**src/common/isr_pkg.sv**
```systemverilog
// ==========================================================================
// shared constants and types for the upper interrupt status block
package status_pkg;

  // ========================================================================
  // register bus geometry
  localparam int ADDR_W = 8;
  localparam int DATA_W = 32;
  localparam int LANES = 4;

  // ========================================================================
  // register byte offsets
  localparam logic [7:0] COMMAND_OFFSET = 8'h08;
  localparam logic [7:0] STATUS_OFFSET = 8'h10;
  localparam logic [7:0] MASK_OFFSET = 8'h14;

  // ========================================================================
  // status bit positions
  localparam int BIT_TX_RESET_DONE = 25;
  localparam int BIT_RX_RESET_DONE = 24;
  localparam int BIT_PARITY_ERROR_SEEN = 23;
  localparam int BIT_SYSTEM_ERROR_SIGNALED = 22;
  localparam int BIT_MASTER_ABORT_RECEIVED = 21;
  localparam int BIT_TARGET_ABORT_RECEIVED = 20;
  localparam int BIT_RX_STATUS_QUEUE_OVERFLOW = 16;
  localparam int BIT_HIGH_ERROR_SUMMARY = 15;
  localparam int BIT_PHY_REQUEST = 14;
  localparam int BIT_POWER_WAKE_EVENT = 13;
  localparam int BIT_SOFTWARE_EVENT = 12;
  localparam int BIT_STATISTICS_SERVICE = 11;
  localparam int BIT_TX_UNDERRUN = 10;
  localparam int BIT_TX_WENT_IDLE = 9;
  localparam int BIT_TX_PACKET_FAILED = 8;
  localparam int SUMMARY_LO = 16;
  localparam int SUMMARY_HI = 25;

  // command register field
  localparam int BIT_SOFTWARE_REQUEST = 7;

  // ========================================================================
  // field masks and reset values
  localparam logic [31:0] STATUS_LATCHED = 32'h03f1_7f00;
  localparam logic [31:0] STATUS_READABLE = 32'h03f1_ff00;
  localparam logic [31:0] STATUS_RESET = 32'h0300_0000;
  localparam logic [31:0] MASK_WRITABLE = 32'h03f1_ff00;
  localparam logic [31:0] MASK_RESET = 32'h0000_0000;

  // ========================================================================
  // event sources from the engines around the block
  typedef struct packed {
    logic txResetDone;
    logic rxResetDone;
    logic parityErrorSeen;
    logic systemErrorSignaled;
    logic masterAbortReceived;
    logic targetAbortReceived;
    logic rxStatusQueueOverflow;
    logic phyRequest;
    logic powerWakeEvent;
    logic statisticsService;
    logic txUnderrun;
    logic tx_went_idle;
    logic txPacketFailed;
  } event_in_t;

  // top level state
  typedef struct packed {
    logic ack;
    logic [31:0] rdData;
    logic [31:0] mask;
    logic swPulse;
    logic intLine;
  } top_state_t;

  localparam top_state_t TOP_RESET = '{ack: 1'b0, rdData: 32'h0000_0000, mask: MASK_RESET,
                                       swPulse: 1'b0, intLine: 1'b0};

endpackage

```
**src/verilog/rise_detect.sv**
```systemverilog
`timescale 1ns/1ps
// ==========================================================================
// rising edge detector on a group of level flags
module rise_detect #(
  parameter int W = 2,
  parameter logic [W-1:0] INIT = '0
) (
  // clock and reset
  input wire logic core_clk,
  input wire logic sys_rst,
  // levels in, one-cycle pulses out
  input wire logic [W-1:0] level,
  output logic [W-1:0] rise
);

  logic [W-1:0] prev_q;
  logic [W-1:0] prev_d;

  // next copy of the previous level
  always_comb begin
    prev_d = level;
  end

  // history register, reset to the expected idle levels
  always_ff @(posedge core_clk) begin
    if (sys_rst) begin
      prev_q <= INIT;
    end else begin
      prev_q <= prev_d;
    end
  end

  // pulse when a level goes from low to high
  assign rise = level & ~prev_q;

endmodule

```
**src/verilog/event_latch.sv**
```systemverilog
`timescale 1ns/1ps
// ==========================================================================
// sticky event bits, cleared all at once, set beats clear
module event_latch #(
  parameter int W = 32,
  parameter logic [W-1:0] VALID = '1,
  parameter logic [W-1:0] INIT = '0
) (
  // clock and reset
  input wire logic core_clk,
  input wire logic sys_rst,
  // set and clear
  input wire logic [W-1:0] setVec,
  input wire logic clearAll,
  // latched bits
  output logic [W-1:0] bits
);

  logic [W-1:0] bits_q;
  logic [W-1:0] bits_d;

  // clear drops old bits, new events still land
  always_comb begin
    bits_d = clearAll ? '0 : bits_q;
    bits_d = (bits_d | setVec) & VALID;
  end

  always_ff @(posedge core_clk) begin
    if (sys_rst) begin
      bits_q <= INIT & VALID;
    end else begin
      bits_q <= bits_d;
    end
  end

  assign bits = bits_q;

endmodule

```
**src/verilog/interrupt_status_upper.sv**
```systemverilog
// The address map and the Wishbone interface to the registers were decided locally.
`timescale 1ns/1ps
// ==========================================================================
// upper interrupt status word with mask and interrupt line
module interrupt_status_upper
  import status_pkg::*;
(
  // clock and reset
  input wire logic core_clk,
  input wire logic sys_rst,
  // wishbone slave
  input wire logic [ADDR_W-1:0] wb_adr_i,
  input wire logic [DATA_W-1:0] wb_dat_i,
  input wire logic [LANES-1:0] wb_sel_i,
  input wire logic wb_we_i,
  input wire logic wb_cyc_i,
  input wire logic wb_stb_i,
  output logic [DATA_W-1:0] wb_dat_o,
  output logic wb_ack_o,
  // event sources
  input wire event_in_t eventIn,
  // interrupt request, active high
  output logic intLine
);

  // ========================================================================
  // declarations
  top_state_t state_q;
  top_state_t state_d;
  logic access;
  logic readClr;
  logic [7:0] wordAddr;
  logic [31:0] setVec;
  logic [31:0] statusQ;
  logic [31:0] statusWord;
  logic [1:0] riseVec;
  logic [31:0] readMux;
  logic [31:0] enabledBits;
  logic [31:0] eventBits;

  // ========================================================================
  // bus decode
  // a request is taken once, ack drops the cycle after it rose
  assign access = wb_cyc_i && wb_stb_i && !state_q.ack;
  assign wordAddr = {wb_adr_i[ADDR_W-1:2], 2'b00};

  // a read of the status word clears it at the answering edge
  assign readClr = access && !wb_we_i && (wordAddr == STATUS_OFFSET);

  // ========================================================================
  // edge detection for level sources
  // idle history starts high so the first idle after reset is not an event
  rise_detect #(
    .W(2),
    .INIT(2'b10)
  ) u_rise (
    .core_clk(core_clk),
    .sys_rst(sys_rst),
    .level({eventIn.tx_went_idle, eventIn.parityErrorSeen}),
    .rise(riseVec)
  );

  // ========================================================================
  // event vector, one bit per status position
  always_comb begin
    setVec = 32'h0000_0000;
    setVec[BIT_TX_RESET_DONE] = eventIn.txResetDone;
    setVec[BIT_RX_RESET_DONE] = eventIn.rxResetDone;
    setVec[BIT_PARITY_ERROR_SEEN] = riseVec[0];
    setVec[BIT_SYSTEM_ERROR_SIGNALED] = eventIn.systemErrorSignaled;
    setVec[BIT_MASTER_ABORT_RECEIVED] = eventIn.masterAbortReceived;
    setVec[BIT_TARGET_ABORT_RECEIVED] = eventIn.targetAbortReceived;
    setVec[BIT_RX_STATUS_QUEUE_OVERFLOW] = eventIn.rxStatusQueueOverflow;
    setVec[BIT_PHY_REQUEST] = eventIn.phyRequest;
    setVec[BIT_POWER_WAKE_EVENT] = eventIn.powerWakeEvent;
    setVec[BIT_SOFTWARE_EVENT] = state_q.swPulse;
    setVec[BIT_STATISTICS_SERVICE] = eventIn.statisticsService;
    setVec[BIT_TX_UNDERRUN] = eventIn.txUnderrun;
    setVec[BIT_TX_WENT_IDLE] = riseVec[1];
    setVec[BIT_TX_PACKET_FAILED] = eventIn.txPacketFailed;
  end

  // ========================================================================
  // sticky status bits
  // no mask term here: masking only gates the line
  event_latch #(
    .W(32),
    .VALID(STATUS_LATCHED),
    .INIT(STATUS_RESET)
  ) u_latch (
    .core_clk(core_clk),
    .sys_rst(sys_rst),
    .setVec(setVec),
    .clearAll(readClr),
    .bits(statusQ)
  );

  // summary bit is derived, never stored
  always_comb begin
    statusWord = statusQ & STATUS_READABLE;
    statusWord[BIT_HIGH_ERROR_SUMMARY] = |statusQ[SUMMARY_HI:SUMMARY_LO];
  end

  // ========================================================================
  // read data selection
  // unmapped words and the command word read as zero
  always_comb begin
    readMux = 32'h0000_0000;
    case (wordAddr)
      STATUS_OFFSET: begin
        readMux = statusWord;
      end
      MASK_OFFSET: begin
        readMux = state_q.mask;
      end
      default: begin
        readMux = 32'h0000_0000;
      end
    endcase
  end

  // ========================================================================
  // next state
  always_comb begin
    state_d = state_q;
    state_d.ack = access;
    state_d.swPulse = 1'b0;
    // line follows enabled pending bits one cycle later
    state_d.intLine = |(statusWord & state_q.mask);
    if (access) begin
      if (wb_we_i) begin
        case (wordAddr)
          MASK_OFFSET: begin
            for (int lane = 0; lane < LANES; lane++) begin
              if (wb_sel_i[lane]) begin
                state_d.mask[lane*8 +: 8] = wb_dat_i[lane*8 +: 8] & MASK_WRITABLE[lane*8 +: 8];
              end
            end
          end
          COMMAND_OFFSET: begin
            // request bit is self clearing, raises one event
            state_d.swPulse = wb_sel_i[0] && wb_dat_i[BIT_SOFTWARE_REQUEST];
          end
          default: begin
            // status writes and unmapped writes are dropped
            state_d.swPulse = 1'b0;
          end
        endcase
      end else begin
        state_d.rdData = readMux;
      end
    end
  end

  // ========================================================================
  // state register
  always_ff @(posedge core_clk) begin
    if (sys_rst) begin
      state_q <= TOP_RESET;
    end else begin
      state_q <= state_d;
    end
  end

  // outputs come straight from the state register
  assign wb_ack_o = state_q.ack;
  assign wb_dat_o = state_q.rdData;
  assign intLine = state_q.intLine;

  // ========================================================================
  // check helpers
  // enabled pending bits and new events, sampled by the checks below
  assign enabledBits = statusWord & state_q.mask;
  assign eventBits = setVec & STATUS_LATCHED;

  // ========================================================================
  // checks
  // line tracks enabled pending bits
  line_follows_a: assert property (@(posedge core_clk) disable iff (sys_rst)
    !$past(sys_rst) |-> intLine == |$past(enabledBits))
    else $error("interrupt line does not match enabled pending bits");

  // events latch even with every mask bit off
  latch_unmasked_a: assert property (@(posedge core_clk) disable iff (sys_rst)
    eventBits != 32'h0 |=> (statusQ & $past(eventBits)) == $past(eventBits))
    else $error("event not latched");

  // a clearing read with no new events empties the status
  read_clears_a: assert property (@(posedge core_clk) disable iff (sys_rst)
    readClr && setVec == 32'h0 |=> statusQ == 32'h0 ##1 (statusQ == 32'h0 || $past(setVec) != 32'h0))
    else $error("status read did not clear the bits");

  // read answer carries the pending bits seen at the taking edge
  read_data_a: assert property (@(posedge core_clk) disable iff (sys_rst)
    readClr |=> wb_ack_o && wb_dat_o == $past(statusWord))
    else $error("status read returned wrong data");

  // a write to status keeps every bit
  write_ignored_a: assert property (@(posedge core_clk) disable iff (sys_rst)
    access && wb_we_i && wordAddr == STATUS_OFFSET |=> (statusQ & $past(statusQ)) == $past(statusQ))
    else $error("status write changed a bit");

  // parity flag going high lands in bit 23
  parity_rise_a: assert property (@(posedge core_clk) disable iff (sys_rst)
    $rose(eventIn.parityErrorSeen) |=> statusQ[BIT_PARITY_ERROR_SEEN])
    else $error("parity error not reported");

  // summary bit mirrors the high group
  summary_or_a: assert property (@(posedge core_clk) disable iff (sys_rst)
    statusWord[BIT_HIGH_ERROR_SUMMARY] == (statusWord[SUMMARY_HI:SUMMARY_LO] != 10'h000))
    else $error("summary bit wrong");

  // software request reaches bit 12 two edges after the write
  software_event_a: assert property (@(posedge core_clk) disable iff (sys_rst)
    access && wb_we_i && wordAddr == COMMAND_OFFSET && wb_sel_i[0] && wb_dat_i[BIT_SOFTWARE_REQUEST]
    |=> state_q.swPulse ##1 statusQ[BIT_SOFTWARE_EVENT])
    else $error("software event not reported");

  // busy to idle transition lands in bit 9
  tx_idle_a: assert property (@(posedge core_clk) disable iff (sys_rst)
    !$past(sys_rst) && $rose(eventIn.tx_went_idle) |=> statusQ[BIT_TX_WENT_IDLE])
    else $error("transmit idle not reported");

  // mask and line are clear after reset
  mask_reset_a: assert property (@(posedge core_clk)
    $past(sys_rst) && !sys_rst |-> state_q.mask == 32'h0 && !intLine ##1 !intLine)
    else $error("mask or line not cleared by reset");

  // event colliding with a clearing read survives
  set_wins_a: assert property (@(posedge core_clk) disable iff (sys_rst)
    readClr |=> statusQ == ($past(setVec) & STATUS_LATCHED))
    else $error("event lost during clearing read");

  // reserved positions stay zero
  reserved_zero_a: assert property (@(posedge core_clk) disable iff (sys_rst)
    (statusWord & ~STATUS_READABLE) == 32'h0 && (state_q.mask & ~MASK_WRITABLE) == 32'h0)
    else $error("reserved bit set");

  // ack is a single cycle answer to a taken request
  ack_pulse_a: assert property (@(posedge core_clk) disable iff (sys_rst)
    access |=> wb_ack_o ##1 !wb_ack_o)
    else $error("ack not a one cycle answer");

  // transmit reset completion lands in bit 25
  tx_reset_a: assert property (@(posedge core_clk) disable iff (sys_rst)
    eventIn.txResetDone |=> statusQ[BIT_TX_RESET_DONE])
    else $error("transmit reset completion not reported");

  // receive reset completion lands in bit 24
  rx_reset_a: assert property (@(posedge core_clk) disable iff (sys_rst)
    eventIn.rxResetDone |=> statusQ[BIT_RX_RESET_DONE])
    else $error("receive reset completion not reported");

  // signaled system error lands in bit 22
  system_error_a: assert property (@(posedge core_clk) disable iff (sys_rst)
    eventIn.systemErrorSignaled |=> statusQ[BIT_SYSTEM_ERROR_SIGNALED])
    else $error("system error not reported");

  // master abort lands in bit 21
  master_abort_a: assert property (@(posedge core_clk) disable iff (sys_rst)
    eventIn.masterAbortReceived |=> statusQ[BIT_MASTER_ABORT_RECEIVED])
    else $error("master abort not reported");

  // target abort lands in bit 20
  target_abort_a: assert property (@(posedge core_clk) disable iff (sys_rst)
    eventIn.targetAbortReceived |=> statusQ[BIT_TARGET_ABORT_RECEIVED])
    else $error("target abort not reported");

  // receive status queue overflow lands in bit 16
  status_overflow_a: assert property (@(posedge core_clk) disable iff (sys_rst)
    eventIn.rxStatusQueueOverflow |=> statusQ[BIT_RX_STATUS_QUEUE_OVERFLOW])
    else $error("status queue overflow not reported");

  // transceiver request lands in bit 14
  phy_request_a: assert property (@(posedge core_clk) disable iff (sys_rst)
    eventIn.phyRequest |=> statusQ[BIT_PHY_REQUEST])
    else $error("transceiver request not reported");

  // wake condition lands in bit 13
  wake_event_a: assert property (@(posedge core_clk) disable iff (sys_rst)
    eventIn.powerWakeEvent |=> statusQ[BIT_POWER_WAKE_EVENT])
    else $error("wake event not reported");

  // statistics threshold lands in bit 11
  stats_service_a: assert property (@(posedge core_clk) disable iff (sys_rst)
    eventIn.statisticsService |=> statusQ[BIT_STATISTICS_SERVICE])
    else $error("statistics service not reported");

  // transmit underrun lands in bit 10
  tx_underrun_a: assert property (@(posedge core_clk) disable iff (sys_rst)
    eventIn.txUnderrun |=> statusQ[BIT_TX_UNDERRUN])
    else $error("transmit underrun not reported");

  // failed transmit write-back lands in bit 8
  tx_failed_a: assert property (@(posedge core_clk) disable iff (sys_rst)
    eventIn.txPacketFailed |=> statusQ[BIT_TX_PACKET_FAILED])
    else $error("transmit failure not reported");

  // a status write adds nothing beyond new events
  write_adds_nothing_a: assert property (@(posedge core_clk) disable iff (sys_rst)
    access && wb_we_i && wordAddr == STATUS_OFFSET |=> statusQ == ($past(statusQ) | $past(eventBits)))
    else $error("status write set a bit");

  // line drops two edges after a clean clearing read
  read_drops_line_a: assert property (@(posedge core_clk) disable iff (sys_rst)
    readClr && setVec == 32'h0 |-> ##2 !intLine)
    else $error("interrupt line held after clearing read");

  // closed mask keeps the line low
  mask_closed_a: assert property (@(posedge core_clk) disable iff (sys_rst)
    state_q.mask == 32'h0 |=> !intLine)
    else $error("interrupt line high with mask closed");

  // full mask write keeps only writable bits
  mask_write_a: assert property (@(posedge core_clk) disable iff (sys_rst)
    access && wb_we_i && wordAddr == MASK_OFFSET && wb_sel_i == 4'hf |=> state_q.mask == ($past(wb_dat_i) & MASK_WRITABLE))
    else $error("mask write wrong");

  // mask read returns the stored mask
  read_mask_a: assert property (@(posedge core_clk) disable iff (sys_rst)
    access && !wb_we_i && wordAddr == MASK_OFFSET |=> wb_dat_o == $past(state_q.mask))
    else $error("mask read wrong");

endmodule

```
**config.mk**
```make
export PLATFORM = sky130hd
export DESIGN_NAME = interrupt_status_upper
export DESIGN_NICKNAME = d
export VERILOG_FILES = /design/src/common/isr_pkg.sv /design/src/verilog/rise_detect.sv /design/src/verilog/event_latch.sv /design/src/verilog/interrupt_status_upper.sv
export SDC_FILE = /design/constraint.sdc
export NUM_CORES = 1
export LEC_CHECK = 0
export BUFFER_PORTS_ARGS = -buffer_cell sky130_fd_sc_hd__buf_2
export CORE_ASPECT_RATIO = 0.7
export CORE_MARGIN = 1.5
export CORE_UTILIZATION = 23
export CTS_BUF_LIST = sky130_fd_sc_hd__clkbuf_4 sky130_fd_sc_hd__clkbuf_8
export CTS_CLUSTER_SIZE = 16
export DETAILED_ROUTE_END_ITERATION = 8
export PLACE_DENSITY = 0.51
export SETUP_SLACK_MARGIN = 0.4
export SYNTH_ARGS = -nofsm -noshare
export SYNTH_HDL_FRONTEND = slang
export SYNTH_HIERARCHICAL = 1
export SYNTH_SLANG_ARGS = --single-unit
```
**constraint.sdc**
```tcl
create_clock -name core_clk -period 1.9 [get_ports core_clk]
set_input_delay 0.38 -clock core_clk [delete_from_list [all_inputs] [get_ports core_clk]]
set_output_delay 0.38 -clock core_clk [all_outputs]
set_load 0.1 [all_outputs]
```
==> metrics.log, run 1 <==
INFO  metric grt_max_degree = 27
INFO  metric core_region_area = a little under 10000 sq um
INFO  metric area.growth.synth_to_final = 17.41%
INFO  metric critPathTopFamily = buffers and inverters
INFO  metric final.setup.tns = 0 ns
INFO  metric status = finished, final reports clean
INFO  metric layout_commonest_cell = dfxtp_1
INFO  metric final-instance-count-excl-fill = 424
INFO  metric dpl.cell_count = 416
INFO  metric cts.path.max_buffers = 2
INFO  metric timing.critical_path.to = wb_dat_o[22]
INFO  metric skew = between 0.015 and 0.02 ns
INFO  metric x_dimension_of_the_die = 124.7 um
INFO  metric power-per-cell-area = 779.6 nW/um^2
INFO  metric number_of_drc_markers_in_iteration_0 = 59
INFO  metric min_path_cells = 2
INFO  metric placementRows = 30
INFO  metric finalSetupViolations = 0
INFO  metric ctsHoldBuffers = 0
INFO  metric grt_first_pass_wirelength = 9101 um
INFO  metric global_route.overflow_total = 0
INFO  metric vias = about 1800
INFO  metric most_frequent_cells_in_the_layout = 48 x dfxtp_1, 45 x buf_2, 34 x nor2_1
INFO  metric detailedRoute.firstPassIterationCount = 4
INFO  metric synth_area_per_cell = about 9.4 sq um
INFO  metric timing.max_cap.violations = 0
INFO  metric wl = 5680 um
INFO  metric nFillCells = 1078
INFO  metric drv_slew = 0
INFO  metric critical_path_depth = 1
INFO  metric numPortBuffers = 60
INFO  metric setup.worst_path.start = wb_dat_o[22]
INFO  metric min_path_type = in -> reg
INFO  metric timing.critical_path.fanout_max = 2
INFO  metric clock_sinks = 49
INFO  metric drc_errors = 0
INFO  metric timing.max_slew.rel_slack = 66.44%
INFO  metric cp_num_buf_inv = 1
INFO  metric cts-buffers-inserted = 5
INFO  metric mappedNetlistArea = approximately 2400 sq um
INFO  metric dpl.hpwl = 4480 um
INFO  metric globalRouteTotalUtil = 10.79%
INFO  metric clk_latency = just over 0.3 ns
INFO  metric min_period = about 1.5 ns
INFO  metric worstSetupStartpointType = flop
INFO  metric floorplan.initialDensity = 24.17%
INFO  metric post_route_cells_drive_above_1_share = 34.46%
INFO  metric antenna_violating_nets_post_route = 0
INFO  metric number_of_top_level_design_ports = 96
INFO  metric wire_per_inst = 13.40 um
INFO  metric place.gp.congestion = 0.7673
INFO  metric hold_violations = 0
INFO  metric static-leakage-power = 1.345 nW
INFO  metric worst-r2r-cell-count = 4
INFO  metric r2r-end = wb_dat_o[21]
INFO  metric timing.rr.start = wb_ack_o
INFO  metric post-route-period-util = 76.91%
INFO  metric h-tree-depth = 2
INFO  metric drt-vias-per-instance = between 4 and 5
INFO  metric timing.setup.critical_path_class = reg -> out
INFO  metric seqCellArea = a little under 1000 sq um
INFO  metric tritoncts = done
INFO  metric die-area = 11000 sq um
INFO  metric yosysWarningCount = 6
INFO  metric finalCoreUtilization = 28.38%
INFO  metric crit_path_end_kind = output port
INFO  metric final_nets = 357
INFO  metric cts.clk_slew.worst_paths = approximately 0.10 ns
INFO  metric fmax = 0.6844 GHz
INFO  metric root_buffer = clkbuf_8
INFO  metric max_stage_delay = around 0.43 ns
INFO  metric cp_cell_sequence = buf_2
INFO  metric multi_input_comb_area = ~1100 sq um
INFO  metric worst_ir_drop_vdd = 0.0002210 V
INFO  metric postCtsSetupRepairBufs = 0
INFO  metric antenna_violations_before_repair = 0
INFO  metric layout.cell_area.non_filler = 2801 sq um
INFO  metric worstPathRequired = between 1.5 and 2 ns
INFO  metric via_count_of_the_first_global_routing_pass = about 1700
INFO  metric post_synth_inst_count = 254
INFO  metric setup_repair_after_global_routing_missed_its_margin = no
INFO  metric place_area = 2639 sq um
INFO  metric worstPathArrival = 1.08 ns
INFO  metric antenna-diode-count = 0
INFO  metric report.power.total = 0.002184 W
INFO  metric timing_worst_slew_pin_value = 0.5034 ns
INFO  metric critical-path-slowest-cell = buf_2
INFO  metric vertical_die_dimension = 88.22 um
INFO  metric reg2reg_slack = around 0.46 ns
-- what timing repair did --
action,in CTS,in global routing
resized for setup,4,16
endpoints found under the setup margin,11,22
gates cloned,0,0
-- registers in the layout, summed over array words and instances (netlist names) --
| signal | flops |
|---|---|
| wb_ack_o | 1 |
| intLine | 1 |
| u_latch/bits | 14 |
| wb_dat_o | 15 |
| u_rise/prev_q | 2 |
| eventBits | 1 |
| state_q | 15 |
-- per-stage QoR --
step | setup slack [ns] | hold WS, ns
after detailed placement | 0.2168 | 0.4329
after global routing | 0.4008 | 0.2551
after CTS | 0.4077 | 0.2546
final | 0.4388 | 0.2629
after global placement | 0.2185 | 0.4251
after floorplan | 0.2990 | 0.4108
-- worst min path at each step --
| stage | start | to |
|---|---|---|
| 3_3_place_gp | eventBits[12] | u_latch/bits[12] |
| 3_5_place_dp | eventBits[12] | u_latch/bits[12] |
| 2_1_floorplan | eventBits[12] | u_latch/bits[12] |
| 6_report | wb_adr_i[4] | eventBits[12] |
| 4_1_cts | wb_adr_i[4] | eventBits[12] |
| 5_1_grt | eventIn[1] | u_rise/prev_q[1] |
-- layout make-up --
class / instances / share of cell area, %
Sequential cell: 49 / 35.15
Multi-Input combinational cell: 160 / 39.08
Clock buffer: 6 / 2.948
Timing Repair Buffer: 65 / 14.74
Tap cell: 128 / 5.717
Inverter: 14 / 1.876
Clock inverter: 2 / 0.4913
-- layer usage --
metal	vias to the layer above	global-route usage, %	wire, um
li1	900	-	-
met1	807	15.98	3030
met2	56	15.18	2276
met3	8	2.963	315
met4	0	3.135	57
met5	-	0	0
-- report_power, final --
part | internal [W] | leakage (nW) | switching (W)
registers | 0.00106 | 0.401 | 0.0000320
logic | 0.0000943 | 0.893 | 0.000352
clock network | 0.000296 | 0.0512 | 0.000351
Note: power is estimated with default switching activity, not from simulation.
==> run 2, diff against run 1 <==
--- a/config.mk
+++ b/config.mk
@@ -5,6 +5,7 @@
 export SDC_FILE = /design/constraint.sdc
 export NUM_CORES = 1
 export LEC_CHECK = 0
+export ABC_AREA = 1
 export BUFFER_PORTS_ARGS = -buffer_cell sky130_fd_sc_hd__buf_2
 export CORE_ASPECT_RATIO = 0.7
 export CORE_MARGIN = 1.5
@@ -12,7 +13,7 @@
 export CTS_BUF_LIST = sky130_fd_sc_hd__clkbuf_4 sky130_fd_sc_hd__clkbuf_8
 export CTS_CLUSTER_SIZE = 16
 export DETAILED_ROUTE_END_ITERATION = 8
-export PLACE_DENSITY = 0.51
+export PLACE_DENSITY = 0.52
 export SETUP_SLACK_MARGIN = 0.4
 export SYNTH_ARGS = -nofsm -noshare
 export SYNTH_HDL_FRONTEND = slang
==> constraint.sdc (replaced) <==
create_clock -name core_clk -period 1.2 [get_ports core_clk]
set_input_delay 0.24 -clock core_clk [delete_from_list [all_inputs] [get_ports core_clk]]
set_output_delay 0.24 -clock core_clk [all_outputs]
set_load 0.1 [all_outputs]
==> metrics.log, run 2 <==
INFO  metric status = complete, but fails checks
INFO  metric violations = setup timing
INFO  metric cts.path.max_buffers = 2 (unchanged)
INFO  metric r2r-end = state_q[15]
INFO  metric fmax = 0.7902 GHz
INFO  metric detailedRoute.firstPassIterationCount = 4 (unchanged)
INFO  metric timing.critical_path.to = state_q[15]
INFO  metric grt_first_pass_wirelength = 11050 um (+21%)
INFO  metric min_period = about 1.3 ns
INFO  metric clock_sinks = 49 (unchanged)
INFO  metric drc_errors = 0 (unchanged)
INFO  metric grt_max_degree = 18 (-33%)
INFO  metric layout_commonest_cell = nand2_1
INFO  metric critical-path-slowest-cell = dfxtp_4
INFO  metric place.gp.congestion = 0.8024 (+4.6%)
INFO  metric vertical_die_dimension = 91.16 um (+3.3%)
INFO  metric wl = 7016 um (+24%)
INFO  metric final_nets = 500 (+40%)
INFO  metric timing.max_cap.violations = 0 (unchanged)
INFO  metric power-per-cell-area = 937.7 nW/um^2 (+20%)
INFO  metric report.power.total = 0.003300 W (+51%)
INFO  metric ctsHoldBuffers = 0 (unchanged)
INFO  metric core_region_area = 10590 sq um (+7.3%)
INFO  metric min_path_type = in -> reg
INFO  metric skew = 0.005214 ns (-0.01020 ns)
INFO  metric crit_path_end_kind = flop
INFO  metric antenna_violating_nets_post_route = 0 (unchanged)
INFO  metric setup_repair_after_global_routing_missed_its_margin = yes
INFO  metric timing.setup.critical_path_class = reg -> reg
INFO  metric die-area = 11750 sq um (+6.8%)
INFO  metric setup.worst_path.start = wb_ack_o
INFO  metric h-tree-depth = 2 (unchanged)
INFO  metric numPortBuffers = 60 (unchanged)
INFO  metric hold_violations = 0 (unchanged)
INFO  metric cts-buffers-inserted = 5 (unchanged)
INFO  metric worstSetupStartpointType = flop
INFO  metric number_of_top_level_design_ports = 96 (unchanged)
INFO  metric cts.clk_slew.worst_paths = 0.09 ns (about the same)
INFO  metric post_synth_inst_count = 375 (+48%)
INFO  metric number_of_drc_markers_in_iteration_0 = 228 (+290%)
INFO  metric drv_slew = 0 (unchanged)
INFO  metric max_stage_delay = 0.36 ns (-0.07 ns)
INFO  metric mappedNetlistArea = 2554 sq um (+7.0%)
INFO  metric antenna-diode-count = 0 (unchanged)
INFO  metric worstPathRequired = 1.41 ns (-0.11 ns)
INFO  metric root_buffer = clkbuf_8
INFO  metric synth_area_per_cell = 6.810 sq um (-28%)
INFO  metric place_area = 3156 sq um (+20%)
INFO  metric multi_input_comb_area = 1234 sq um (+13%)
INFO  metric reg2reg_slack = -0.07 ns (-0.53 ns)
INFO  metric via_count_of_the_first_global_routing_pass = 2266 (+30%)
INFO  metric cp_cell_sequence = inv_2, nand3_4, nor2_4, buf_12, nand3_4, nor2_4, nor2_1
INFO  metric placementRows = 31 (+3.3%)
INFO  metric dpl.hpwl = 5071 um (+13%)
INFO  metric finalSetupViolations = 15 (+15)
INFO  metric worst_ir_drop_vdd = 0.0004722 V (+110%)
INFO  metric drt-vias-per-instance = 3.920 (-6.2%)
INFO  metric wire_per_inst = 11.95 um (-11%)
INFO  metric vias = 2301 (+30%)
INFO  metric globalRouteTotalUtil = 12.23% (+1.4 points)
INFO  metric worst_slack = -0.06544 ns (-0.5042 ns)
INFO  metric clk_latency = 0.31 ns (about the same)
INFO  metric worst-r2r-cell-count = 7 (+3)
INFO  metric static-leakage-power = 1.712 nW (+27%)
INFO  metric post-route-period-util = 105.5%
INFO  metric worstPathArrival = 1.48 ns (+0.40 ns)
INFO  metric timing.critical_path.fanout_max = 8 (+6)
INFO  metric area.growth.synth_to_final = 37.82%
INFO  metric layout.cell_area.non_filler = 3520 sq um (+26%)
INFO  metric post_route_cells_drive_above_1_share = 37.81% (+3.4 points)
INFO  metric nFillCells = 1144 (+6.1%)
INFO  metric global_route.overflow_total = 0 (unchanged)
INFO  metric x_dimension_of_the_die = 128.9 um (+3.4%)
INFO  metric seqCellArea = 1028 sq um (+4.4%)
INFO  metric most_frequent_cells_in_the_layout = 101 x nand2_1, 49 x inv_1, 43 x buf_2
INFO  metric floorplan.initialDensity = 24.12% (-0.053 points)
INFO  metric timing.rr.start = wb_ack_o
INFO  metric tritoncts = done
INFO  metric yosysWarningCount = 6 (unchanged)
INFO  metric antenna_violations_before_repair = 0 (unchanged)
INFO  metric timing.hold.worst.start = eventIn[11]
==> run 2: area by class of cell <==
| class | instances | share of cell area, % |
|---|---|---|
| clock inverter | 1 | 0.1422 |
| inverter | 52 | 5.759 |
| multi-input combinational | 248 | 35.05 |
| timing repair inverter | 1 | 0.1777 |
| clock buffer | 7 | 2.737 |
| sequential | 49 | 29.22 |
| tap | 148 | 5.261 |
| timing repair buffer | 81 | 21.65 |
==> run 2: worst max-delay path, delay by kind of cell, from the launching register on <==
family | cells | cell delay, ns
and+or+nand+nor | 5 | 0.61
buffers and inverters | 2 | 0.20
DFF | 1 | 0.36
==> run 2: through the flow <==
step | cells | setup slack, ns | util, % | TNS [ns] | hold slack, ns
final | 587 | -0.06544 | 33.24 | -0.4918 | 0.1063
after CTS | 583 | -0.06107 | 32.44 | -0.3561 | 0.09968
after detailed placement | 570 | -0.1445 | 29.80 | -2.772 | 0.4243
after global routing | 587 | -0.1376 | 33.24 | -3.130 | 0.09226
after floorplan | 393 | -0.1853 | - | -3.683 | 0.2994
after global placement | 570 | -0.1557 | 29.80 | -2.295 | 0.4243
==> run 2: metal layers <==
layer	vias up	part of all wire (%)	track usage, %
met3	8	7.8	3.418
li1	1201	-	-
met4	0	0.71	2.715
met1	1016	48	16.79
met5	-	0	0
met2	76	43	18.98
==> run 2: worst min-delay path by stage <==
stage / to / cells past startpoint / slack, ns
2_1_floorplan: intLine / 1 / 0.30
3_3_place_gp: u_latch/bits[12] / 2 / 0.42
3_5_place_dp: u_latch/bits[24] / 3 / 0.42
4_1_cts: u_latch/bits[24] / 3 / 0.1
5_1_grt: u_latch/bits[24] / 3 / 0.09
6_report: u_latch/bits[24] / 3 / 0.11
==> run 2: what timing repair did <==
item,in CTS,in global routing
buffers inserted,3,3
gates cloned,2,1
pin swaps,12,9
setup endpoints to repair,63,63
gates resized for setup,45,23
==> run 2: power breakdown <==
group | internal (W) | switching, W
logic | 0.000130 | 0.000399
registers | 0.00165 | 0.0000332
clock network | 0.000522 | 0.000570
total | 0.00230 | 0.00100
==> run 3, diff against run 2 <==
--- a/config.mk
+++ b/config.mk
@@ -15,6 +15,7 @@
 export DETAILED_ROUTE_END_ITERATION = 8
 export PLACE_DENSITY = 0.52
 export SETUP_SLACK_MARGIN = 0.4
+export SKIP_CTS_REPAIR_TIMING = 1
 export SYNTH_ARGS = -nofsm -noshare
 export SYNTH_HDL_FRONTEND = slang
 export SYNTH_HIERARCHICAL = 1
==> metrics.log, run 3 (same netlist as run 2, synthesis figures left out) <==
INFO  metric numPortBuffers = 60 (unchanged)
INFO  metric cp_cell_sequence = inv_2, nand3_4, buf_4, nor2_4, buf_12, nand3_1, nand3_1, nand2_1, inv_1
INFO  metric max_stage_delay = 0.36 ns (about the same)
INFO  metric met3_length = 427 um (-22%)
INFO  metric vias = 2276 (-1.1%)
INFO  metric timing.critical_path.fanout_max = 15 (+7)
INFO  metric min_path_cells = 3 (unchanged)
INFO  metric multi_input_comb_area = 1176 sq um (-4.7%)
INFO  metric die-area = 11750 sq um (unchanged)
INFO  metric area.growth.synth_to_final = 33.95%
INFO  metric vertical_die_dimension = 91.16 um (unchanged)
INFO  metric seqCellArea = 1026 sq um (-0.24%)
INFO  metric drt-vias-per-instance = 3.904 (-0.41%)
INFO  metric globalRouteTotalUtil = 11.75% (-0.49 points)
INFO  metric drc_errors = 0 (unchanged)
INFO  metric worstSetupStartpointType = flop
INFO  metric grt_max_degree = 18 (unchanged)
INFO  metric highest-signal-layer = met4
INFO  metric power-per-cell-area = 961.8 nW/um^2 (+2.6%)
INFO  metric x_dimension_of_the_die = 128.9 um (unchanged)
INFO  metric timing.max_cap.violations = 0 (unchanged)
INFO  metric tritoncts = done
INFO  metric antenna-diode-count = 0 (unchanged)
INFO  metric violations = setup timing
INFO  metric place.gp.congestion = 0.8024 (unchanged)
INFO  metric global_route.overflow_total = 0 (unchanged)
INFO  metric final_nets = 496 (-0.80%)
INFO  metric wl = 6879 um (-2.0%)
INFO  metric worstPathArrival = 1.51 ns (+0.03 ns)
INFO  metric setup_repair_after_global_routing_missed_its_margin = yes
INFO  metric worst-r2r-cell-count = 9 (+2)
INFO  metric critPathTopFamily = simple AND/OR/NAND/NOR gates
INFO  metric number_of_top_level_design_ports = 96 (unchanged)
INFO  metric status = complete, but fails checks
INFO  metric finalSetupViolations = 26 (+11)
INFO  metric min_period = 1.252 ns (-0.01308 ns)
INFO  metric dpl.hpwl = 5071 um (unchanged)
INFO  metric layout_commonest_cell = nand2_1
INFO  metric timing.setup.critical_path_class = reg -> reg
INFO  metric clk_latency = 0.31 ns (about the same)
INFO  metric h-tree-depth = 2 (unchanged)
INFO  metric worstHoldEndpoint = u_latch/bits[24]
INFO  metric detailedRoute.firstPassIterationCount = 4 (unchanged)
INFO  metric detailedPlace.worstSlack = -0.1445 ns (unchanged)
INFO  metric min_path_type = in -> reg
INFO  metric via_count_of_the_first_global_routing_pass = 2188 (-3.4%)
INFO  metric skew = 0.005987 ns (+0.0007736 ns)
INFO  metric timing.rr.start = wb_ack_o
INFO  metric floorplan.initialDensity = 24.12% (unchanged)
INFO  metric crit_path_end_kind = flop
INFO  metric report.power.total = 0.003290 W (-0.31%)
INFO  metric hold_violations = 0 (unchanged)
INFO  metric m1WireLength = 3410 um (+0.24%)
INFO  metric wire_per_inst = 11.80 um (-1.3%)
INFO  metric post_route_cells_drive_above_1_share = 33.10% (-4.7 points)
INFO  metric most_frequent_cells_in_the_layout = 110 x nand2_1, 49 x inv_1, 43 x buf_2
INFO  metric cts.clk_slew.worst_paths = 0.09 ns (about the same)
INFO  metric cts.path.max_buffers = 2 (unchanged)
INFO  metric drv_slew = 0 (unchanged)
INFO  metric core_region_area = 10590 sq um (unchanged)
INFO  metric critPathMostFrequentCell = nand3_1
INFO  metric fmax = 0.7985 GHz (+1.0%)
INFO  metric critical-path-slowest-cell = dfxtp_4
INFO  metric timing.hold.worst.start = eventIn[11]
INFO  metric root_buffer = clkbuf_8
INFO  metric r2r-end = wb_dat_o[21]
INFO  metric cts-buffers-inserted = 5 (unchanged)
INFO  metric worst_slack = -0.05236 ns (+0.01308 ns)
INFO  metric final.hold.worst_slack = 0.1052 ns (-0.001089 ns)
INFO  metric static-leakage-power = 1.698 nW (-0.84%)
INFO  metric nFillCells = 1147 (+0.26%)
INFO  metric post-route-period-util = 104.4% (-1.1 points)
INFO  metric antenna_violating_nets_post_route = 0 (unchanged)
INFO  metric antenna_violations_before_repair = 0 (unchanged)
INFO  metric met2_wirelength = 2991 um (-0.86%)
INFO  metric clock_sinks = 49 (unchanged)
INFO  metric reg2reg_slack = -0.05 ns (about the same)
INFO  metric cp_num_buf_inv = 4 (+2)
INFO  metric worstPathRequired = 1.46 ns (+0.05 ns)
INFO  metric placementRows = 31 (unchanged)
INFO  metric worst_ir_drop_vdd = 0.0004523 V (-4.2%)
INFO  metric number_of_drc_markers_in_iteration_0 = 173 (-24%)
INFO  metric grt_first_pass_wirelength = 10580 um (-4.2%)
[run 3: how the worst max path moves through the flow]
stage / start / end / slack [ns] / cells past startpoint
CTS: wb_ack_o / state_q[15] / -0.11 / 6
floorplan: wb_ack_o / u_latch/bits[24] / -0.19 / 8
detailed placement: wb_adr_i[5] / state_q[15] / -0.14 / 7
global route: wb_ack_o / state_q[13] / -0.13 / 7
global placement: wb_adr_i[5] / state_q[15] / -0.16 / 7
finish: wb_ack_o / wb_dat_o[21] / -0.05 / 9
[run 3: per-stage QoR]
stage | TNS, ns | instances | cell area (sq um) | util (%)
3_5_place_dp | -2.772 | 570 | 3156 | 29.80
6_report | -0.6107 | 583 | 3421 | 32.31
5_1_grt | -2.816 | 583 | 3421 | 32.31
2_1_floorplan | -3.683 | 393 | 2706 | -
4_1_cts | -1.371 | 578 | 3257 | 30.76
3_3_place_gp | -2.295 | 570 | 3156 | 29.80
[run 3: area by class of cell]
| type | instances | share of cell area, % |
|---|---|---|
| clock buffer | 7 | 2.816 |
| tap | 148 | 5.413 |
| inverter | 52 | 5.852 |
| multi-input combinational | 248 | 34.38 |
| timing repair buffer | 78 | 21.40 |
| clock inverter | 1 | 0.1463 |
| sequential | 49 | 29.99 |
[run 3: routing by layer]
metal,GRT usage [%],vias up
met3,3.418,8
met2,17.91,72
met5,0,-
met1,16.33,1001
li1,-,1195
met4,2.528,0
[run 3: worst min-delay path, stage by stage]
cell and delay [ns]:
buf_2 0.08, a21oi_2 0.03, nand2_1 0.04
[run 3: power breakdown]
part / internal (W) / leakage [nW] / total (W) / switching (W)
clock network: 0.000522 / 0.0542 / 0.00110 / 0.000577
registers: 0.00164 / 0.409 / 0.00167 / 0.0000304
logic: 0.000126 / 1.23 / 0.000519 / 0.000393
